<file path="src/scs_pkg.sv">
// Shared constants and types for the scan configuration sequencer
package scs_pkg;
  // ----------------------------------------
  // Scheme select encodings
  // ----------------------------------------
  typedef enum logic [1:0] {
    SCS_SERIAL_ACTIVE   = 2'h0,
    SCS_PARALLEL_ACTIVE = 2'h1,
    SCS_SERIAL_PASSIVE  = 2'h2,
    SCS_PARALLEL_PASSIVE = 2'h3
  } scs_scheme_t;

  // ----------------------------------------
  // Scan instruction codes (decoded form)
  // ----------------------------------------
  typedef enum logic [3:0] {
    SCS_INSTR_NONE        = 4'h0,
    SCS_INSTR_PULSE_RECFG = 4'h1,
    SCS_INSTR_IO_CHAIN    = 4'h2,
    SCS_INSTR_PARK        = 4'h3,
    SCS_INSTR_RESUME      = 4'h4,
    SCS_INSTR_PROGRAM     = 4'h5,
    SCS_INSTR_STATUS_CHK  = 4'h6,
    SCS_INSTR_STARTUP     = 4'h7
  } scs_instr_t;

  // ----------------------------------------
  // Timing
  // ----------------------------------------
  localparam int SCS_CLK_PERIOD_NS = 10;
  localparam int SCS_RECFG_LOW_MIN_NS = 500;
  localparam int SCS_RECFG_LOW_CYC = (SCS_RECFG_LOW_MIN_NS + SCS_CLK_PERIOD_NS - 1) / SCS_CLK_PERIOD_NS;
  localparam int SCS_IO_WAIT_US = 230;
  localparam int SCS_IO_WAIT_CYC = (SCS_IO_WAIT_US * 1000 + SCS_CLK_PERIOD_NS - 1) / SCS_CLK_PERIOD_NS;
  localparam int SCS_CNT_W = 16;

  // ----------------------------------------
  // Controller states
  // ----------------------------------------
  typedef enum logic [3:0] {
    SCS_CTL_IDLE = 4'h1,
    SCS_CTL_LOAD = 4'h2,
    SCS_CTL_USER = 4'h4,
    SCS_CTL_PARK = 4'h8
  } scs_ctl_state_t;
endpackage

</file>
<file path="src/scs_sequencer.sv">
// Scan-port configuration sequencer top level
// How it works
// - After flash loader writes memory, no self-reconfig; host sends pulse instruction.
// - Reconfig resets master, drops flash loader bridge, memory loads chain.
// - I/O chain instruction accepted only once the settle wait is over and the reconfig pin is high.
// - I/O chain instruction does not hold config status low.
// - User I/Os tri-stated while I/O chain instruction runs.
// - Park before I/O chain when scan programming follows; the selected active controller parks.
// - Resume re-engages parked controller and triggers reconfiguration itself.
// - Park has no effect in passive schemes.
// - Successful scan programming to user mode re-engages parked controller.
// - Serial active: re-engage on test reset state or resume.
// - Parallel active: re-engage only on resume or scan user mode; test reset and reconfig pin do not.
// - Passive schemes: resume behaves like pulse instruction.
`timescale 1ns/10ps
module scs_sequencer (
  // Clock and reset
  input wire logic ref_clk_i,
  input wire logic rst_i,
  // Scan port
  input wire scs_pkg::scs_instr_t instr_i,
  input wire logic instr_valid_i,
  input wire logic tap_reset_i,
  input wire logic io_chain_busy_i,
  // Configuration pins
  input wire logic reconfig_request_n_i,
  input wire scs_pkg::scs_scheme_t scheme_select_pins_i,
  input wire logic load_done_i,
  input wire logic scan_user_mode_i,
  // Outputs
  output logic device_reset_o,
  output logic bridge_clear_o,
  output logic config_start_o,
  output logic config_status_n_o,
  output logic user_io_hiz_o,
  output logic io_chain_load_o,
  output logic user_mode_o,
  output logic serial_parked_o,
  output logic parallel_parked_o,
  output logic io_chain_ready_o
);
  import scs_pkg::*;

  // ----------------------------------------
  // State
  // ----------------------------------------
  typedef struct packed {
    logic recfg_n_d;
    logic [SCS_CNT_W-1:0] low_cnt;
    logic [SCS_CNT_W-1:0] wait_cnt;
    logic powered;
    logic trig;
    logic io_load;
    logic status_n;
    logic user;
    logic tap_d;
  } scs_top_state_t;

  scs_top_state_t cur;
  scs_top_state_t next_cur;

  function automatic logic scs_is_active(input scs_scheme_t s);
    return (s == SCS_SERIAL_ACTIVE) || (s == SCS_PARALLEL_ACTIVE);
  endfunction

  function automatic logic scs_instr_is(input scs_instr_t code, input logic vld, input scs_instr_t want);
    return vld && (code == want);
  endfunction

  logic pulse_cmd;
  logic resume_cmd;
  logic park_cmd;
  logic io_cmd;
  logic pin_rise;
  logic pin_recfg;
  logic reconfig;
  logic active;
  logic tap_enter;
  logic s_loading;
  logic p_loading;

  always_comb begin
    active = scs_is_active(scheme_select_pins_i);
    pulse_cmd = scs_instr_is(instr_i, instr_valid_i, SCS_INSTR_PULSE_RECFG);
    resume_cmd = scs_instr_is(instr_i, instr_valid_i, SCS_INSTR_RESUME);
    park_cmd = scs_instr_is(instr_i, instr_valid_i, SCS_INSTR_PARK) && active;
    io_cmd = scs_instr_is(instr_i, instr_valid_i, SCS_INSTR_IO_CHAIN);
    pin_rise = reconfig_request_n_i && !cur.recfg_n_d;
    // Short glitches on the pin are filtered by the minimum low time
    pin_recfg = pin_rise && (cur.low_cnt >= SCS_CNT_W'(SCS_RECFG_LOW_CYC));
    tap_enter = tap_reset_i && !cur.tap_d;
    // Resume always reconfigures; in passive schemes it is the pulse instruction
    reconfig = pulse_cmd || resume_cmd || pin_recfg;
  end

  always_comb begin
    next_cur = cur;
    next_cur.recfg_n_d = reconfig_request_n_i;
    next_cur.tap_d = tap_reset_i;
    next_cur.trig = reconfig;
    if (!reconfig_request_n_i) begin
      if (cur.low_cnt != {SCS_CNT_W{1'b1}}) begin
        next_cur.low_cnt = cur.low_cnt + SCS_CNT_W'(1);
      end
    end else begin
      next_cur.low_cnt = '0;
    end
    if (reconfig || pin_rise || !reconfig_request_n_i) begin
      next_cur.wait_cnt = SCS_CNT_W'(SCS_IO_WAIT_CYC);
    end else if (cur.wait_cnt != '0) begin
      next_cur.wait_cnt = cur.wait_cnt - SCS_CNT_W'(1);
    end
    if (cur.wait_cnt == SCS_CNT_W'(1)) begin
      next_cur.powered = 1'b1;
    end
    if (reconfig) begin
      next_cur.status_n = 1'b0;
      next_cur.user = 1'b0;
    end else if (load_done_i || scan_user_mode_i) begin
      next_cur.status_n = 1'b1;
      next_cur.user = 1'b1;
    end else if (next_cur.powered) begin
      // Rises with the wait flag, so a first I/O chain load never sees status move
      next_cur.status_n = 1'b1;
    end
    // I/O chain load does not touch status, so no hold-low until reconfig
    if (io_cmd && io_chain_ready_o) begin
      next_cur.io_load = 1'b1;
    end else if (!io_chain_busy_i) begin
      next_cur.io_load = 1'b0;
    end
  end

  always_ff @(posedge ref_clk_i or posedge rst_i) begin
    if (rst_i) begin
      cur <= '{recfg_n_d: 1'b1, low_cnt: '0, wait_cnt: SCS_CNT_W'(SCS_IO_WAIT_CYC), powered: 1'b0,
               trig: 1'b0, io_load: 1'b0, status_n: 1'b0, user: 1'b0, tap_d: 1'b0};
    end else begin
      cur <= next_cur;
    end
  end

  // ----------------------------------------
  // Active controllers
  // ----------------------------------------
  scs_active_ctrl u_serial (
    .ref_clk_i(ref_clk_i),
    .rst_i(rst_i),
    .enable_i(scheme_select_pins_i == SCS_SERIAL_ACTIVE),
    .park_i(park_cmd),
    .engage_i(resume_cmd || tap_enter),
    .start_i(reconfig),
    .load_done_i(load_done_i),
    .user_mode_i(scan_user_mode_i),
    .parked_o(serial_parked_o),
    .loading_o(s_loading)
  );

  scs_active_ctrl u_parallel (
    .ref_clk_i(ref_clk_i),
    .rst_i(rst_i),
    .enable_i(scheme_select_pins_i == SCS_PARALLEL_ACTIVE),
    .park_i(park_cmd),
    .engage_i(resume_cmd),
    .start_i(reconfig),
    .load_done_i(load_done_i),
    .user_mode_i(scan_user_mode_i),
    .parked_o(parallel_parked_o),
    .loading_o(p_loading)
  );

  // ----------------------------------------
  // Outputs
  // ----------------------------------------
  assign device_reset_o = cur.trig;
  assign bridge_clear_o = cur.trig;
  assign config_start_o = cur.trig && !(s_loading && p_loading);
  assign config_status_n_o = cur.status_n;
  // A refused I/O chain instruction is not executed, so it leaves the pins alone
  assign user_io_hiz_o = cur.io_load || (io_cmd && io_chain_ready_o);
  assign io_chain_load_o = cur.io_load;
  assign user_mode_o = cur.user;
  // Ready only once power-up wait is done and the pin is high
  assign io_chain_ready_o = cur.powered && reconfig_request_n_i && (cur.wait_cnt == '0);

  // ----------------------------------------
  // Checks
  // ----------------------------------------
  status_free_a: assert property (@(posedge ref_clk_i) disable iff (rst_i)
    io_cmd && io_chain_ready_o && !reconfig |=> cur.status_n == $past(cur.status_n))
    else $error("io chain instruction changed config status");
  hiz_during_io_a: assert property (@(posedge ref_clk_i) disable iff (rst_i)
    io_chain_load_o |-> user_io_hiz_o)
    else $error("user io not tristated during io chain load");
  passive_park_a: assert property (@(posedge ref_clk_i) disable iff (rst_i)
    !active && !serial_parked_o && !parallel_parked_o |=> !serial_parked_o && !parallel_parked_o)
    else $error("park took effect in passive scheme");
  resume_trig_a: assert property (@(posedge ref_clk_i) disable iff (rst_i)
    resume_cmd |=> device_reset_o)
    else $error("resume did not trigger reconfiguration");
  no_self_reconfig_a: assert property (@(posedge ref_clk_i) disable iff (rst_i)
    !pulse_cmd && !resume_cmd && !pin_recfg |=> !device_reset_o)
    else $error("reconfiguration started by itself");
  parallel_pin_a: assert property (@(posedge ref_clk_i) disable iff (rst_i)
    parallel_parked_o && !resume_cmd && !scan_user_mode_i |=> parallel_parked_o)
    else $error("parallel controller re-engaged without resume");
  serial_tap_a: assert property (@(posedge ref_clk_i) disable iff (rst_i)
    serial_parked_o && tap_enter |=> !serial_parked_o)
    else $error("serial controller not re-engaged on test reset");
  user_engage_a: assert property (@(posedge ref_clk_i) disable iff (rst_i)
    (serial_parked_o || parallel_parked_o) && scan_user_mode_i |=> !serial_parked_o && !parallel_parked_o)
    else $error("parked controller not re-engaged at user mode");
  io_ready_a: assert property (@(posedge ref_clk_i) disable iff (rst_i)
    $rose(reconfig_request_n_i) |=> !io_chain_ready_o [*8])
    else $error("io chain ready too soon after pin rise");
endmodule

</file>
<file path="src/scs_active_ctrl.sv">
// One active configuration controller with park and re-engage
`timescale 1ns/10ps
module scs_active_ctrl (
  // Clock and reset
  input wire logic ref_clk_i,
  input wire logic rst_i,
  // Control
  input wire logic enable_i,
  input wire logic park_i,
  input wire logic engage_i,
  input wire logic start_i,
  input wire logic load_done_i,
  input wire logic user_mode_i,
  // Status
  output logic parked_o,
  output logic loading_o
);
  import scs_pkg::*;

  typedef struct packed {
    scs_ctl_state_t st;
  } scs_ac_state_t;

  scs_ac_state_t cur;
  scs_ac_state_t next_cur;

  always_comb begin
    next_cur = cur;
    unique case (cur.st)
      SCS_CTL_IDLE: begin
        if (enable_i && park_i) begin
          next_cur.st = SCS_CTL_PARK;
        end else if (enable_i && start_i) begin
          next_cur.st = SCS_CTL_LOAD;
        end
      end
      SCS_CTL_LOAD: begin
        if (enable_i && park_i) begin
          next_cur.st = SCS_CTL_PARK;
        end else if (load_done_i) begin
          next_cur.st = SCS_CTL_USER;
        end
      end
      SCS_CTL_USER: begin
        if (enable_i && park_i) begin
          next_cur.st = SCS_CTL_PARK;
        end else if (enable_i && start_i) begin
          next_cur.st = SCS_CTL_LOAD;
        end
      end
      SCS_CTL_PARK: begin
        // Parked controller ignores starts so it cannot fight scan programming
        if (user_mode_i) begin
          next_cur.st = SCS_CTL_USER;
        end else if (engage_i) begin
          next_cur.st = SCS_CTL_LOAD;
        end
      end
      default: next_cur.st = SCS_CTL_IDLE;
    endcase
  end

  always_ff @(posedge ref_clk_i or posedge rst_i) begin
    if (rst_i) begin
      cur <= '{st: SCS_CTL_IDLE};
    end else begin
      cur <= next_cur;
    end
  end

  assign parked_o = (cur.st == SCS_CTL_PARK);
  assign loading_o = (cur.st == SCS_CTL_LOAD);

  park_holds_a: assert property (@(posedge ref_clk_i) disable iff (rst_i)
    parked_o && !user_mode_i && !engage_i |=> parked_o)
    else $error("parked controller left park without cause");
endmodule

</file>
<file path="config.mk">
export PLATFORM = sky130hd
export DESIGN_NAME = scs_sequencer
export DESIGN_NICKNAME = d
export VERILOG_FILES = /design/src/scs_pkg.sv /design/src/scs_sequencer.sv /design/src/scs_active_ctrl.sv
export SDC_FILE = /design/constraint.sdc
export NUM_CORES = 1
export LEC_CHECK = 0
export BUFFER_PORTS_ARGS = -buffer_cell sky130_fd_sc_hd__buf_2
export CORE_UTILIZATION = 40
export CTS_BUF_LIST = sky130_fd_sc_hd__clkbuf_4
export CTS_CLUSTER_SIZE = 25
export DETAILED_ROUTE_END_ITERATION = 8
export PLACE_DENSITY = 0.63
export SYNTH_ARGS = -nofsm -noshare
export SYNTH_HDL_FRONTEND = slang
export SYNTH_SLANG_ARGS = --single-unit
</file>
<file path="constraint.sdc">
create_clock -name ref_clk_i -period 3.32 [get_ports ref_clk_i]
set_clock_uncertainty 0.2 [all_clocks]
set_input_delay 0.498 -clock ref_clk_i [delete_from_list [all_inputs] [get_ports ref_clk_i]]
set_output_delay 0.498 -clock ref_clk_i [all_outputs]
set_load 0.01 [all_outputs]
</file>
==> out/metrics.json <==
{
  "run_status": {"value": "finished, violations left"},
  "failed_checks": {"value": "design-rule violations"},
  "tritoncts_clock_tree": {"value": "done"},
  "synth_enable_flop_cells": {"value": 0},
  "setup.worst_path.end_class": {"value": "output port"},
  "floorplan.io_pins": {"value": 24},
  "antenna-diode-count": {"value": 0},
  "detailed_place.area": {"value": 2880, "unit": "sq um"},
  "synth-adder-area-share": {"value": 0.0185},
  "synth_area": {"value": 2700, "unit": "sq um"},
  "yosys.area_share.xor_xnor": {"value": 0.0745},
  "gpl.final_weighted_congestion": {"value": 0.849},
  "worstSetupPathType": {"value": "reg -> out"},
  "stdcell_count": {"value": 401},
  "grt_pass1_wl": {"value": 9.98, "unit": "mm"},
  "pin_count_of_the_biggest_net_entering_global_routing": {"value": 48},
  "drv_slew": {"value": 0},
  "layout_worst_path_cycle_share": {"value": 0.963},
  "critPathMaxFanout": {"value": 3},
  "post_drt_wl_per_cell": {"value": 14.3, "unit": "um"},
  "ir_worst_vdd": {"value": 0.125, "unit": "mV"},
  "synth-simple-area-share": {"value": 0.298},
  "synth_area_in_compound_gates": {"value": 0.127},
  "yosysSeqAreaShare": {"value": 0.440},
  "grt_setup_unrepaired": {"value": "false"},
  "syn_nets": {"value": 318},
  "critical_path.most_common_cell": {"value": "sky130_fd_sc_hd__or4_4"},
  "worstSkewPairLatency": {"value": 0.36, "unit": "ns"},
  "cpLargestDelayFamily": {"value": "simple AND/OR/NAND/NOR gates"},
  "start_kind": {"value": "flop"},
  "n_fill_cell": {"value": 617},
  "vias_per_cell": {"value": 5.58},
  "antenna_found_initial": {"value": 0},
  "setup_viol": {"value": 0},
  "critical_path.max_stage_delay": {"value": 0.56, "unit": "ns"},
  "synthToLayoutAreaGrowth": {"value": 10.5, "unit": "%"},
  "vias_in_the_first_global_route": {"value": 2193},
  "int_pwr": {"value": 0.000878, "unit": "W"},
  "clk_pin_slew_worst_paths": {"value": 0.13, "unit": "ns"},
  "power_dens_cells": {"value": 436, "unit": "nW/um^2"},
  "post_synth_inst_count": {"value": 300},
  "final_global_route_overflow_total": {"value": 0},
  "worst_path_cell_trace": {"value": "or4_4, or4b_4, or4_4, nand2b_1, buf_2"},
  "io_buffer_count": {"value": 23},
  "async_set_reset_flop_share_out_of_synthesis": {"value": 1.00},
  "remaining_design_rule_violation_count": {"value": 6},
  "hpwlAfterDp": {"value": 4.03, "unit": "mm"},
  "core_region_area": {"value": 6420, "unit": "sq um"},
  "cts.sink_count": {"value": 47},
  "drtAntennaViolNets": {"value": 0},
  "final.setup.tns": {"value": 0, "unit": "ns"},
  "final-hold-violation-count": {"value": 0},
  "globalRouteTotalUtil": {"value": 0.174},
  "period_minus_slack": {"value": 3.20, "unit": "ns"},
  "share_clk_of_total_power": {"value": 0.207},
  "full_die_area": {"value": 7090, "unit": "sq um"},
  "hold_buf_count_cts": {"value": 0},
  "die_h": {"value": 84.2, "unit": "um"},
  "critical_path.n_buffers_inverters": {"value": 1},
  "h_tree_lvls": {"value": 2},
  "num_rows": {"value": 29},
  "clk_path_buf_depth": {"value": 2},
  "min_path_type": {"value": "in -> reg"},
  "detail_route.first_pass.iterations": {"value": 6},
  "combinational_family_with_the_most_area_after_synthesis": {"value": "simple AND/OR/NAND/NOR gates"},
  "synthFlopType": {"value": "sky130_fd_sc_hd__dfrtp_1"},
  "post_route_cells_drive_above_1_share": {"value": 0.198},
  "wl": {"value": 5.72, "unit": "mm"},
  "power.share.sequential": {"value": 0.538},
  "synth_cell_type_count": {"value": 51},
  "yosysWarnings": {"value": 0},
  "via_count": {"value": 2239},
  "worst_slew_margin_rel": {"value": 0.364},
  "num-nets-final": {"value": 341},
  "cts_root_buf": {"value": "sky130_fd_sc_hd__clkbuf_4"},
  "cts-buffers-inserted": {"value": 5},
  "switching_power": {"value": 0.000423, "unit": "W"},
  "combinationalPowerShare": {"value": 0.255},
  "crit_required": {"value": 2.62, "unit": "ns"},
  "final_area": {"value": 2990, "unit": "sq um"},
  "mostFrequentLayoutCells": {"value": "sky130_fd_sc_hd__nor2_1 (36), sky130_fd_sc_hd__dfrtp_1 (36), sky130_fd_sc_hd__nand2_1 (24)"},
  "die-width": {"value": 84.2, "unit": "um"},
  "master_of_the_slowest_instance_on_the_critical_path": {"value": "sky130_fd_sc_hd__or4b_4"},
  "synth.area.mux_share": {"value": 0.00416},
  "p_leak": {"value": 1.21, "unit": "nW"},
  "postSynthAreaPerCell": {"value": 9.01, "unit": "sq um"},
  "fin_hold_ws": {"value": 0.0466, "unit": "ns"},
  "number_of_design_rule_violations_left_by_the_first_detailed_router_iteration": {"value": 81},
  "floorplan.initialDensity": {"value": 0.421},
  "dp.cells": {"value": 389},
  "switching_share_of_power": {"value": 0.325},
  "maxCapViolCount": {"value": 0},
  "max_clock_freq": {"value": 313, "unit": "MHz"},
  "yosys_register_bits": {"value": 47},
  "max_slew.worst_pin.slew": {"value": 0.952, "unit": "ns"},
  "critPathArrivalTime": {"value": 2.50, "unit": "ns"}
}
stage by stage:
stage	setup slack [ns]	util	total power [W]
after floorplan	0.522	-	0.000971
after global placement	0.309	0.448	0.00103
after detailed placement	0.285	0.448	0.00104
after CTS	0.00481	0.461	0.00131
after global routing	0.0540	0.465	0.00140
final	0.122	0.465	0.00130
flip-flops by register name (all words and copies together), names as in the netlist:
signal             count
u_serial.cur           4
config_status_n_o      1
u_parallel.cur         4
bridge_clear_o         1
io_chain_load_o        1
cur                   35
user_mode_o            1
cells by family after synthesis:
| group | Yosys count |
|---|---|
| adder cells (fa/ha/maj) | 4 |
| AO/OA/AOI/OAI | 52 |
| AND/OR/NAND/NOR | 147 |
| XOR/XNOR | 23 |
| buffers and inverters | 26 |
| multiplexers | 1 |
| flip-flops | 47 |
cell usage after synthesis, types with 2 or more instances:
cell type                  count  share of area
sky130_fd_sc_hd__a211oi_1      4          0.011
sky130_fd_sc_hd__a21boi_0      3         0.0083
sky130_fd_sc_hd__a21oi_1      11          0.020
sky130_fd_sc_hd__a31oi_1       4         0.0093
sky130_fd_sc_hd__a41oi_1       2         0.0065
sky130_fd_sc_hd__and2_1        3         0.0069
sky130_fd_sc_hd__and3_1        4         0.0093
sky130_fd_sc_hd__clkbuf_1     11          0.015
sky130_fd_sc_hd__dfrtp_1      36           0.33
sky130_fd_sc_hd__dfstp_2      11           0.11
sky130_fd_sc_hd__ha_1          4          0.019
sky130_fd_sc_hd__inv_1        13          0.018
sky130_fd_sc_hd__nand2_1      24          0.033
sky130_fd_sc_hd__nand2b_1      6          0.014
sky130_fd_sc_hd__nand3_1      16          0.030
sky130_fd_sc_hd__nand3b_1      3         0.0083
sky130_fd_sc_hd__nand4_1       5          0.012
sky130_fd_sc_hd__nand4b_1      3         0.0097
sky130_fd_sc_hd__nor2_1       36          0.050
sky130_fd_sc_hd__nor3_1       10          0.019
sky130_fd_sc_hd__nor3b_1       4          0.011
sky130_fd_sc_hd__nor4_1       13          0.030
sky130_fd_sc_hd__nor4b_1       3         0.0097
sky130_fd_sc_hd__o211ai_1      2         0.0056
sky130_fd_sc_hd__o21a_1        2         0.0056
sky130_fd_sc_hd__o21ai_0      11          0.020
sky130_fd_sc_hd__o21bai_1      2         0.0056
sky130_fd_sc_hd__o22ai_1       2         0.0046
sky130_fd_sc_hd__o31ai_1       3         0.0083
sky130_fd_sc_hd__or2_2         2         0.0046
sky130_fd_sc_hd__or3_1         3         0.0069
sky130_fd_sc_hd__or3b_2        2         0.0065
sky130_fd_sc_hd__or4_1         2         0.0056
sky130_fd_sc_hd__or4_4         2         0.0083
sky130_fd_sc_hd__xnor2_1      16          0.052
sky130_fd_sc_hd__xor2_1        7          0.023
metal layers:
| metal | GRT usage | part of all wire | vias up | wire [um] |
|---|---|---|---|---|
| met4 | 0.0580 | 0.012 | 0 | 70 |
| met5 | 0 | 0 | - | 0 |
| met2 | 0.297 | 0.47 | 31 | 2690 |
| met3 | 0.0295 | 0.026 | 7 | 148 |
| met1 | 0.224 | 0.49 | 1075 | 2810 |
| li1 | - | - | 1126 | - |
power groups by stage:
stage          logic (W)  clock network (W)  registers [W]
3_3_place_gp    0.000327                  0       0.000708
5_1_grt         0.000382           0.000304       0.000712
4_1_cts         0.000337           0.000279       0.000698
6_report        0.000332           0.000269       0.000700
2_1_floorplan   0.000308                  0       0.000663
3_5_place_dp    0.000333                  0       0.000709
area by class of cell:
cell class                 instances  area (sq um)  share of cell area
multi-input combinational        227          1440               0.482
sequential                        47          1190               0.398
timing repair buffer              29           160              0.0536
tap                               77          96.3              0.0323
inverter                          13          48.8              0.0163
clock buffer                       6          45.0              0.0151
clock inverter                     2          7.51             0.00251
path summary, 6_finish.rpt:
| kind | startpoint | to | slack [ns] | cells after the start |
|---|---|---|---|---|
| setup / recovery | cur[18]$_DFFE_PP1P_ | user_io_hiz_o | 0.12 | 5 |
| hold / removal | tap_reset_i | cur[0]$_DFF_PP0_ | 0.05 | 1 |
| setup reg to reg | cur[10]$_DFFE_PP1P_ | cur[15]$_DFFE_PP0P_ | 0.90 | 5 |
| hold reg to reg | io_chain_load_o$_DFFE_PP0P_ | io_chain_load_o$_DFFE_PP0P_ | 0.31 | 2 |
| max in group asynchronous | rst_i | cur[26]$_DFFE_PP0P_ | 2.19 | 2 |
| min in group asynchronous | rst_i | u_serial.cur[3]$_DFFE_PP0P_ | 0.14 | 2 |
repair_timing:
| action | in CTS | in global routing |
|---|---|---|
| buffers inserted | 3 | 1 |
| pin swaps | 1 | 5 |
| setup endpoints to repair | 1 | 2 |
| gates resized for setup | 2 | 4 |
Note: power is estimated with default switching activity, not from simulation.
